[config.mk]
export PLATFORM = sky130hd
export DESIGN_NAME = voice_and_overhead_word_framer
export DESIGN_NICKNAME = d
export VERILOG_FILES = /design/src/design/framer_pkg.sv /design/src/design/voice_and_overhead_word_framer.sv
export VERILOG_INCLUDE_DIRS = /design/src /design/src/design
export SDC_FILE = /design/constraint.sdc
export NUM_CORES = 1
export LEC_CHECK = 0
export ABC_AREA = 0
export BUFFER_PORTS_ARGS = -buffer_cell sky130_fd_sc_hd__buf_4
export CORE_ASPECT_RATIO = 0.75
export CORE_MARGIN = 2
export CORE_UTILIZATION = 60
export CTS_CLUSTER_DIAMETER = 120
export CTS_CLUSTER_SIZE = 12
export DETAILED_ROUTE_END_ITERATION = 8
export GPL_TIMING_DRIVEN = 0
export HOLD_SLACK_MARGIN = 0.08
export PLACE_DENSITY_LB_ADDON = 0.25
export SLEW_MARGIN = 20
export SYNTH_ARGS = -nofsm -noshare
export SYNTH_HDL_FRONTEND = slang
export SYNTH_SLANG_ARGS = --single-unit
export TNS_END_PERCENT = 50
[constraint.sdc]
create_clock -name clk_i -period 6.62 [get_ports clk_i]
set_clock_uncertainty 0.1 [all_clocks]
set_input_delay 0.662 -clock clk_i [delete_from_list [all_inputs] [get_ports clk_i]]
set_output_delay 0.662 -clock clk_i [all_outputs]
set_load 0.03 [all_outputs]
[src/design/framer_cfg.svh]
`ifndef FRAMER_CFG_SVH
`define FRAMER_CFG_SVH

`define ADR_W 8
`define ADR_CTRL 8'h00
`define ADR_STATUS 8'h04
`define ADR_VOICE 8'h08
`define ADR_CHAL 8'h0c
`define ADR_LAST 8'h10

`define INFO_W 28
`define PAR_W 12
`define WORD_W 40
`define BITCNT_W 6
`define PARITY_POLY 12'h5a3
`define INFO_RST 28'h0000000

`define CTRL_SEND_VOICE 0
`define CTRL_SEND_CHAL 1
`define CTRL_LAST 2
`define ST_BUSY 0
`define ST_FULL 1
`define ST_WIDTH_ERR 2
`define ST_TYPE_ERR 3

`define CHAL_END_BIT 3
`define OHD_GLOBAL 3'h4
`define OHD_SYS1 3'h6
`define OHD_SYS2 3'h7

`define CLK_HZ 125000000
`define BIT_RATE_HZ 10000
`define BIT_CYCLES (`CLK_HZ / `BIT_RATE_HZ)
`define FIFO_DEPTH 4

`endif

[src/design/framer_pkg.sv]
`include "framer_cfg.svh"

package framer_pkg;

	typedef struct packed {
		logic [1:0] message_type_field;
		logic [1:0] new_channel_tone_code;
		logic [1:0] present_channel_tone_code;
		logic [7:0] reserved_pattern_bits;
		logic [2:0] voice_power_attenuation_code;
		logic [10:0] designated_voice_link_number;
	} voice_channel_control_word_t;

	typedef struct packed {
		logic [1:0] message_type_field;
		logic [1:0] digital_colour_code;
		logic [3:0] global_command_code;
		logic [15:0] auth_random_upper_half;
		logic end_flag;
		logic [2:0] overhead_word_type;
	} first_random_challenge_word_t;

	typedef struct packed {
		logic [`INFO_W-1:0] info;
		logic [`PAR_W-1:0] parity;
	} framed_word_t;

	typedef enum logic [1:0] {
		TX_IDLE = 2'b00,
		TX_SHIFT = 2'b01
	} tx_state_t;

endpackage

[src/design/voice_and_overhead_word_framer.sv]
// Overview of operation
// Two-bit message type field heads every word.
// Voice control word carries two-bit new channel tone code.
// Voice control word carries two-bit present channel tone code.
// Software fills the eight reserved bits with the fixed pattern.
// Voice control word carries three-bit power attenuation code.
// Voice control word carries eleven-bit designated voice channel number.
// Parity is generated internally; software can never override it.
// Challenge word carries two-bit digital colour code after message type.
// Challenge word carries four-bit global action code.
// Challenge word carries upper sixteen bits of authentication random value.
// End flag high only on last word of a train.
// Overhead type is 100, 110 or 111; other codes rejected. A challenge sent before any accepted write carries reset type 000.
// Word is 28 info bits then 12 parity bits, MSB first.
// Field writes of wrong width are rejected and flagged, never truncated.

`timescale 1ns/10ps
`include "framer_cfg.svh"

module word_fifo #(
	parameter int WIDTH = `WORD_W,
	parameter int DEPTH = `FIFO_DEPTH
) (
	input wire logic clk_i,
	input wire logic rst_i,
	input wire logic in_valid_i,
	output logic in_ready_o,
	input wire logic [WIDTH-1:0] in_data_i,
	output logic out_valid_o,
	input wire logic out_ready_i,
	output logic [WIDTH-1:0] out_data_o
);
	localparam int AW = (DEPTH > 1) ? $clog2(DEPTH) : 1;

	logic [WIDTH-1:0] mem_q [DEPTH];
	logic [AW-1:0] wr_ptr_q;
	logic [AW-1:0] rd_ptr_q;
	logic [AW:0] count_q;
	logic push, pop;

	assign in_ready_o = (count_q != (AW+1)'(DEPTH));
	assign out_valid_o = (count_q != '0);
	assign out_data_o = mem_q[rd_ptr_q];
	assign push = in_valid_i & in_ready_o;
	assign pop = out_valid_o & out_ready_i;

	always_ff @(posedge clk_i) begin
		if (push) begin
			mem_q[wr_ptr_q] <= in_data_i;
		end
	end

	// Explicit wrap keeps non power of two depths correct
	always_ff @(posedge clk_i) begin
		if (rst_i) begin
			wr_ptr_q <= '0;
		end else if (push) begin
			wr_ptr_q <= (wr_ptr_q == AW'(DEPTH-1)) ? '0 : AW'(wr_ptr_q + 1'b1);
		end
	end

	always_ff @(posedge clk_i) begin
		if (rst_i) begin
			rd_ptr_q <= '0;
		end else if (pop) begin
			rd_ptr_q <= (rd_ptr_q == AW'(DEPTH-1)) ? '0 : AW'(rd_ptr_q + 1'b1);
		end
	end

	always_ff @(posedge clk_i) begin
		if (rst_i) begin
			count_q <= '0;
		end else if (push & ~pop) begin
			count_q <= (AW+1)'(count_q + 1'b1);
		end else if (pop & ~push) begin
			count_q <= (AW+1)'(count_q - 1'b1);
		end
	end

endmodule

module voice_and_overhead_word_framer
	import framer_pkg::*;
#(
	parameter int BIT_CYCLES = `BIT_CYCLES,
	parameter int FIFO_DEPTH = `FIFO_DEPTH
) (
	input wire logic clk_i,
	input wire logic rst_i,
	input wire logic wb_cyc_i,
	input wire logic wb_stb_i,
	input wire logic wb_we_i,
	input wire logic [`ADR_W-1:0] wb_adr_i,
	input wire logic [3:0] wb_sel_i,
	input wire logic [31:0] wb_dat_i,
	output logic [31:0] wb_dat_o,
	output logic wb_ack_o,
	input wire logic tx_hold_i,
	output logic tx_data_o,
	output logic tx_gate_o
);

	function automatic logic [`PAR_W-1:0] calc_parity(input logic [`INFO_W-1:0] info);
		logic [`PAR_W-1:0] r;
		logic fb;
		r = '0;
		fb = 1'b0;
		for (int i = `INFO_W - 1; i >= 0; i--) begin
			fb = info[i] ^ r[`PAR_W-1];
			r = {r[`PAR_W-2:0], 1'b0};
			if (fb) begin
				r = r ^ `PARITY_POLY;
			end
		end
		return r;
	endfunction

	voice_channel_control_word_t voice_q;
	first_random_challenge_word_t chal_q;
	logic [`PAR_W-1:0] last_par_q;
	logic width_err_q, type_err_q, ack_q;
	logic [31:0] dat_q;
	logic hold_meta_q, hold_sync_q;
	tx_state_t state_q;
	logic [`WORD_W-1:0] shift_q;
	logic [`BITCNT_W-1:0] bit_cnt_q;
	logic [31:0] tick_q;
	logic gate_q;

	logic wb_req, wb_fire, wr_ctrl, wr_status, wr_voice, wr_chal, field_ok, ohd_ok;
	logic send_voice, send_chal, send_any, stall, fifo_in_valid, fifo_in_ready;
	framed_word_t fifo_in_data;
	logic fifo_out_valid;
	logic fifo_out_ready;
	logic [`WORD_W-1:0] fifo_out_data;
	logic [31:0] rdata;
	first_random_challenge_word_t chal_wr;

	assign wb_req = wb_cyc_i & wb_stb_i;
	assign wb_fire = wb_req & ack_q;
	assign wr_ctrl = wb_we_i & (wb_adr_i == `ADR_CTRL);
	assign wr_status = wb_we_i & (wb_adr_i == `ADR_STATUS);
	assign wr_voice = wb_we_i & (wb_adr_i == `ADR_VOICE);
	assign wr_chal = wb_we_i & (wb_adr_i == `ADR_CHAL);
	// Field width check
	// all bytes and zero pad
	assign field_ok = (wb_sel_i == 4'hf) && (wb_dat_i[31:`INFO_W] == '0);
	assign chal_wr = wb_dat_i[`INFO_W-1:0];
	// legal type codes
	assign ohd_ok = (chal_wr.overhead_word_type == `OHD_GLOBAL) ||
		(chal_wr.overhead_word_type == `OHD_SYS1) ||
		(chal_wr.overhead_word_type == `OHD_SYS2);
	assign send_voice = wr_ctrl & wb_sel_i[0] & wb_dat_i[`CTRL_SEND_VOICE];
	assign send_chal = wr_ctrl & wb_sel_i[0] & wb_dat_i[`CTRL_SEND_CHAL];
	assign send_any = send_voice | send_chal;
	// Holding ack is the back-pressure: a send waits until the queue has room
	assign stall = send_any & ~fifo_in_ready;

	always_ff @(posedge clk_i) begin
		if (rst_i) begin
			ack_q <= 1'b0;
		end else begin
			ack_q <= wb_req & ~ack_q & ~stall;
		end
	end

	always_comb begin
		rdata = 32'h00000000;
		case (wb_adr_i)
			`ADR_STATUS: begin
				rdata[`ST_BUSY] = (state_q != TX_IDLE) | fifo_out_valid;
				rdata[`ST_FULL] = ~fifo_in_ready;
				rdata[`ST_WIDTH_ERR] = width_err_q;
				rdata[`ST_TYPE_ERR] = type_err_q;
			end
			`ADR_VOICE: rdata = {4'h0, voice_q};
			`ADR_CHAL: rdata = {4'h0, chal_q};
			`ADR_LAST: rdata = {20'h00000, last_par_q};
			default: rdata = 32'h00000000;
		endcase
	end

	always_ff @(posedge clk_i) begin
		if (rst_i) begin
			dat_q <= 32'h00000000;
		end else if (wb_req & ~ack_q) begin
			dat_q <= rdata;
		end
	end

	// reserved bits stored as given
	// voice fields latched
	always_ff @(posedge clk_i) begin
		if (rst_i) begin
			voice_q <= `INFO_RST;
		end else if (wb_fire & wr_voice & field_ok) begin
			voice_q <= wb_dat_i[`INFO_W-1:0];
		end
	end

	// challenge fields latched
	always_ff @(posedge clk_i) begin
		if (rst_i) begin
			chal_q <= `INFO_RST;
		end else if (wb_fire & wr_chal & field_ok & ohd_ok) begin
			chal_q <= chal_wr;
		end
	end

	// sticky width error
	always_ff @(posedge clk_i) begin
		if (rst_i) begin
			width_err_q <= 1'b0;
		end else begin
			width_err_q <= (width_err_q &
				~(wb_fire & wr_status & wb_sel_i[0] & wb_dat_i[`ST_WIDTH_ERR])) |
				(wb_fire & (wr_voice | wr_chal) & ~field_ok);
		end
	end

	// sticky type error
	always_ff @(posedge clk_i) begin
		if (rst_i) begin
			type_err_q <= 1'b0;
		end else begin
			type_err_q <= (type_err_q &
				~(wb_fire & wr_status & wb_sel_i[0] & wb_dat_i[`ST_TYPE_ERR])) |
				(wb_fire & wr_chal & field_ok & ~ohd_ok) |
				(wb_fire & send_voice & send_chal);
		end
	end

	// info bits then parity
	// end flag from the send command
	// parity always generated
	always_comb begin
		fifo_in_data.info = voice_q;
		if (send_chal) begin
			fifo_in_data.info = {chal_q[`INFO_W-1:`CHAL_END_BIT+1],
				wb_dat_i[`CTRL_LAST], chal_q[`CHAL_END_BIT-1:0]};
		end
		fifo_in_data.parity = calc_parity(fifo_in_data.info);
	end

	// Asking for both word types at once is refused as a type error
	assign fifo_in_valid = wb_fire & (send_voice ^ send_chal);

	always_ff @(posedge clk_i) begin
		if (rst_i) begin
			last_par_q <= '0;
		end else if (fifo_in_valid) begin
			last_par_q <= fifo_in_data.parity;
		end
	end

	word_fifo #(
		.WIDTH(`WORD_W),
		.DEPTH(FIFO_DEPTH)
	) u_fifo (
		.clk_i(clk_i),
		.rst_i(rst_i),
		.in_valid_i(fifo_in_valid),
		.in_ready_o(fifo_in_ready),
		.in_data_i(fifo_in_data),
		.out_valid_o(fifo_out_valid),
		.out_ready_i(fifo_out_ready),
		.out_data_o(fifo_out_data)
	);

	always_ff @(posedge clk_i) begin
		if (rst_i) begin
			hold_meta_q <= 1'b0;
			hold_sync_q <= 1'b0;
		end else begin
			hold_meta_q <= tx_hold_i;
			hold_sync_q <= hold_meta_q;
		end
	end

	// Hold only stops the next word; a word on air always completes
	assign fifo_out_ready = (state_q == TX_IDLE) & ~hold_sync_q;

	// msb first shifting
	always_ff @(posedge clk_i) begin
		if (rst_i) begin
			state_q <= TX_IDLE;
			shift_q <= '0;
			bit_cnt_q <= '0;
			tick_q <= 32'h00000000;
			gate_q <= 1'b0;
		end else begin
			case (state_q)
				TX_IDLE: begin
					if (fifo_out_valid & fifo_out_ready) begin
						state_q <= TX_SHIFT;
						shift_q <= fifo_out_data;
						bit_cnt_q <= '0;
						tick_q <= 32'h00000000;
						gate_q <= 1'b1;
					end
				end
				TX_SHIFT: begin
					if (tick_q == 32'(BIT_CYCLES - 1)) begin
						tick_q <= 32'h00000000;
						if (bit_cnt_q == `BITCNT_W'(`WORD_W - 1)) begin
							state_q <= TX_IDLE;
							gate_q <= 1'b0;
							shift_q <= '0;
						end else begin
							bit_cnt_q <= `BITCNT_W'(bit_cnt_q + 1'b1);
							shift_q <= {shift_q[`WORD_W-2:0], 1'b0};
						end
					end else begin
						tick_q <= tick_q + 32'h00000001;
					end
				end
				default: begin
					state_q <= TX_IDLE;
					gate_q <= 1'b0;
				end
			endcase
		end
	end

	assign wb_ack_o = ack_q;
	assign wb_dat_o = dat_q;
	assign tx_data_o = shift_q[`WORD_W-1];
	assign tx_gate_o = gate_q;
endmodule

## Word level (Yosys, flattened, before mapping)

Memories as Yosys holds them, arrays and structs flattened. A register that Yosys moved wholly into a read port is not among the register bits.
Index checks and enable logic that the tools add are counted.
Widths: inputs -> output; s select.

| word-level totals | value |
|---|---|
| ROM bits | 0 |
| input bits | 50 |
| logic and storage cells | 229 |
| memory bits (writable) | 160 |
| register bits after elaboration | 193 |
| latch bits | 0 |
| memories kept | 1 |
| output and inout bits | 35 |

| operators by class | value |
|---|---|
| equal/unequal tests | 18 |
| reduce and logical (&&, ||, !) cells | 14 |
| div/mod/pow operators | 0 |
| bitwise gates (word level) | 105 |
| magnitude comparators | 0 |
| muxes and demuxes | 58 |
| shift-type cells | 0 |
| add/subtract/negate cells | 6 |
| multipliers | 0 |

Memory list:

| name | words | bits a word | rd ports | clocked after Yosys merged registers in | wr ports | RTL line | text |
|---|---|---|---|---|---|---|---|
| u_fifo.mem_q | 4 | 40 | 1 | 1 | 1 | voice_and_overhead_word_framer.sv:35 | `logic [WIDTH-1:0] mem_q [DEPTH];` |

Operators by type and width:

| cell | number |
|---|---|
| $mux 11 | 28 |
| $not 6->6 | 27 |
| $mux 40 | 3 |
| $pmux 40 s2 | 1 |
| $pmux 24 s3 | 1 |
| $mux 32 | 2 |
| $pmux 32 s2 | 1 |
| $and 1x1->1 | 34 |
| $add 32x1->32 const B | 1 |
| $eq 32x14->1 const B | 1 |
| $mux 28 | 1 |
| $xor 1x1->1 | 27 |
| $mux 6 | 3 |
| $eq 8x4->1 const B | 2 |
| $pmux 4 s4 | 1 |
| $mux 2 | 7 |
| $pmux 6 s2 | 1 |
| $not 1->1 | 10 |
| $eq 3x3->1 const B | 3 |
| $eq 8x3->1 const B | 1 |
| $eq 8x5->1 const B | 1 |
| $logic_not 8->1 | 1 |
| $add 6x1->6 const B | 1 |
| $eq 6x6->1 const B | 1 |
| 24 further kinds | 42 |

## Depth between registers and ports, before layout

| depth | value |
|---|---|
| word-level depth | 60 |
| depth in mapped cells | 14 |
| gate-level depth less buffers | 12 |

## Cells and area by module

From an unflattened synthesis, not the netlist that was laid out.

| second synthesis, totals | value |
|---|---|
| cell total of the unflattened synthesis | 1411 |
| area, all modules | 15949.0 um2 |

Modules (own cells, without submodules):

| module | instances | cells an instance | area each (um2) |
|---|---|---|---|
| voice_and_overhead_word_framer | 1 | 1154 | 9710.6 |
| word_fifo | 1 | 257 | 6238.5 |

## Least setup slack after synthesis

Ideal clock, no wire load.

| timing path | value |
|---|---|
| path kind | in2reg |
| start point | input port wb_adr_i[2] |
| end point | memory u_fifo.mem_q[0][10] (netlist name), data pin |
| path buffers | 2 |
| setup time | 0.281 ns |
| stages on the path | 10 |
| arrival | 3.969 ns |
| path slack | 2.271 ns |
| cells stage by stage | buf_2 -> nor4_4 -> and4_1 -> buf_4 -> mux2_2 -> xnor3_2 -> xor3_2 -> xor2_2 -> xor3_2 -> xnor3_2 |

RTL lines:

| element | RTL line | text |
|---|---|---|
| from (decl) | voice_and_overhead_word_framer.sv:93 | `` input wire logic [`ADR_W-1:0] wb_adr_i, `` |
| to (decl) | voice_and_overhead_word_framer.sv:35 |  |

==> qor_table.md <==
| Metric | Reported |
|:---|:---|
| Required time of the critical path | 6.74 ns |
| Ranking of synthesized cells by area | sky130_fd_sc_hd__edfxtp_1, sky130_fd_sc_hd__dfxtp_1, sky130_fd_sc_hd__nand2_1 |
| RR Startpoint | chal_q[24] |
| Most frequent cell after synthesis | sky130_fd_sc_hd__nand2_1 |
| Pre-CTS setup slack | 1.33 ns |
| Worst-margin pin slew | 0.965 ns |
| Nature of the critical path startpoint | primary input |
| Post-CTS clock slew at the launch and capture registers of the worst setup and hold paths | 0.06 ns |
| Post-Syn Area | 16600 µm² |
| Number of H-tree levels | 2 |
| Grt ovf | 0 |
| Global-route wire length before repair | 67200 µm |
| Antenna violations before repair | 0 |
| RSZ-0062 raised after global routing | false |
| Power density over the cells | 279 nW/µm² |
| Max clock buf depth | 3 |
| Final Hold Violating Endpoints | 0 |
| Post-detailed-routing wire length | 43900 µm |
| # DRC | 0 |
| Via count | 12377 |
| Max Cap Violations | 0 |
| Critical path capture point type | flop |
| EDFF count, synth | 160 |
| Static leakage | 0.00647 µW |
| Die extent in x | 196 µm |
| Share of layout cells above drive strength 1 | 13.3% |
| Largest fanout of any net on the critical path | 10 |
| Total number of nets in the final design | 1704 |
| Number of buffers added for setup after CTS | 0 |
| Proportion of register bits with asynchronous set or reset after synthesis | 0% |
| Detailed-route vias per instance | 6.14 |
| Total Power Consumption | 5230 µW |
| Cell type with the largest total area after synthesis | sky130_fd_sc_hd__edfxtp_1 |
| Top cells by instance count after synthesis | sky130_fd_sc_hd__nand2_1, sky130_fd_sc_hd__dfxtp_1, sky130_fd_sc_hd__edfxtp_1, sky130_fd_sc_hd__nor2_1, sky130_fd_sc_hd__a21oi_1 |
| Worst slew margin relative to its limit | 35.7% |
| Clock Latency Late Sink | 0.52 ns |
| Vias in the first global route | 11720 |
| Placed Cells | 1958 |
| Post-route insts no fill | 2015 |
| DRT iter0 DRCs | 1334 |
| Cell depth of the worst hold path | 2 |
| Register-to-register setup slack | 1.86 ns |
| Area grow syn2layout | 13.0% |
| Root buffer selected by CTS | sky130_fd_sc_hd__clkbuf_16 |
| Pin count of the biggest net entering global routing | 29 |
| First drt pass iteration count | 6 |
| Final clock period utilization by the worst path | 73.5% |
| Die area | 29000 µm² |
| TritonCTS clock tree | yes |
| Number of clock buffers inserted by TritonCTS | 35 |
| Port-buffer cells | 78 |
| Mean routed wirelength per cell | 21.8 µm |
| Data arrival time at the worst-slack endpoint | 4.99 ns |
| GR Util All Layers | 30.5% |
| PnR worst setup slack | 1.75 ns |
| End of the worst register-to-register path | last_par_q[10] |
| R2R depth | 12 |
| Routability congestion estimate from global placement | 0.949 |
| Worst hold slack after final layout | 0.285 ns |
| Share of Yosys cell area claimed by the top area cell type | 29.0% |
| Hold worst-path end | hold_meta_q |
| Number of clock sinks | 349 |
| Class of the most critical hold timing path | in2reg |
| Starting Density | 61.3% |
| Total of flip-flops plus latches after synthesis | 349 |
| # setup viols final | 0 |
| Min-Delay Startpoint | tx_hold_i |
| Post-synthesis sequential area ratio | 51.7% |
| Filler Cell Count | 1972 |
| Residual antenna-violating net count after detailed routing | 0 |
| Core Footprint | 27100 µm² |
| Die span in y | 148 µm |
| Crit path time final | 4.87 ns |
| I/O pin total | 85 |
| Crit Path Class | in2reg |
| Run status | completed |
| Maximum vdd drop | 0.000212 V |
| HPWL Detailed | 31400 µm |
| TNS Setup | 0 ns |
| Number of rows in the core area | 52 |
| Max-slew violation count | 0 |
| Post-Synthesis Mean Instance Area | 10.9 µm² |
| Number of instances in the synthesized netlist | 1520 |
| Yosys Warn Count | 0 |
| Hold_buf cts | 0 |
| Count of cell types in the netlist | 62 |
| Commonest register cell after synthesis | sky130_fd_sc_hd__dfxtp_1 |
| Number of gates resized after cts | 0 |
| Maximum clock frequency | 0.205 GHz |
| Antenna cell count | 0 |
[registers in the layout, indices dropped and copies added (netlist names), 2 cells and up, named ones only]
signal / cells
shift_q: 40
bit_cnt_q: 6
u_fifo.mem_q: 160
u_fifo.wr_ptr_q: 2
u_fifo.count_q: 3
voice_q: 28
last_par_q: 12
chal_q: 28
wb_dat_o: 28
u_fifo.rd_ptr_q: 2
tick_q: 32
[metal layers]
metal  share of wire (%)  routed length (µm)  up-vias  track usage, %
met5                   0                   0        -               0
met4                 2.4                1070        0            7.73
met3                  11                4680       81            6.75
met2                  43               18800      672            45.3
met1                  44               19300     5953            45.7
li1                    -                   -     5671               -
[critical path, cell delays in order]
cell,delay [ns]
sky130_fd_sc_hd__buf_4,0.12
sky130_fd_sc_hd__nor4_2,0.41
sky130_fd_sc_hd__and4_1,0.43
sky130_fd_sc_hd__buf_4,0.29
sky130_fd_sc_hd__buf_4,0.24
sky130_fd_sc_hd__mux2i_1,0.42
sky130_fd_sc_hd__xnor2_1,0.17
sky130_fd_sc_hd__xnor3_1,0.52
sky130_fd_sc_hd__xnor3_1,0.26
sky130_fd_sc_hd__xor2_1,0.37
sky130_fd_sc_hd__xnor2_1,0.18
sky130_fd_sc_hd__xnor2_2,0.25
sky130_fd_sc_hd__xnor2_1,0.67
[kinds of logic (layout without fill, tap and decap cells)]
family	Yosys count	count (layout)	synth area share, %
AND/OR/NAND/NOR	526	526	13.8
other	1	4	0.0226
multiplexers	94	94	8.82
buffers and inverters	126	267	3.28
flip-flops	349	349	51.7
AO/OA/AOI/OAI	241	241	9.14
XOR/XNOR	173	173	12.4
adder cells (fa/ha/maj)	10	10	0.799
[report_power, final]
| group | switching [µW] | internal (µW) |
|---|---|---|
| clock | 805 | 1010 |
| combinational | 645 | 306 |
| sequential | 91.1 | 2380 |
[stage by stage]
step | util (%) | cell area (µm²)
2_1_floorplan | - | 16600
3_3_place_gp | 65.1 | 17600
3_5_place_dp | 65.5 | 17700
4_1_cts | 69.3 | 18700
5_1_grt | 69.3 | 18700
6_report | 69.3 | 18700
[area by class of cell]
class | instances | area, µm² | area share [%]
Clock inverter | 3 | 36.3 | 0.194
Sequential cell | 349 | 8590 | 45.8
Multi-Input combinational cell | 1048 | 7490 | 40.0
Tap cell | 351 | 439 | 2.34
Buffer | 115 | 503 | 2.68
Clock buffer | 54 | 968 | 5.17
Timing Repair Buffer | 84 | 678 | 3.62
Inverter | 11 | 41.3 | 0.220
[placed cells by master, fill, tap and decap left out, types with 47 or more instances in the layout]
cell type	count
sky130_fd_sc_hd__nor3_1	69
sky130_fd_sc_hd__clkbuf_1	100
sky130_fd_sc_hd__edfxtp_1	160
sky130_fd_sc_hd__nor2_1	133
sky130_fd_sc_hd__mux2i_1	47
sky130_fd_sc_hd__dfxtp_1	189
sky130_fd_sc_hd__buf_4	88
sky130_fd_sc_hd__nand2_1	250
sky130_fd_sc_hd__a21oi_1	112
sky130_fd_sc_hd__xnor2_1	95
[worst max-delay path by stage]
stage / to / slack [ns] / cells past startpoint / start
2_1_floorplan: u_fifo.mem_q[0][10] / 2.27 / 10 / wb_adr_i[2]
5_1_grt: u_fifo.mem_q[0][9] / 1.60 / 13 / wb_adr_i[5]
4_1_cts: u_fifo.mem_q[0][9] / 1.85 / 13 / wb_adr_i[5]
3_3_place_gp: u_fifo.mem_q[0][9] / 1.42 / 13 / wb_adr_i[5]
6_report: u_fifo.mem_q[0][9] / 1.75 / 13 / wb_adr_i[5]
3_5_place_dp: u_fifo.mem_q[0][9] / 1.33 / 13 / wb_adr_i[5]
(Power assumes the default switching activity.)
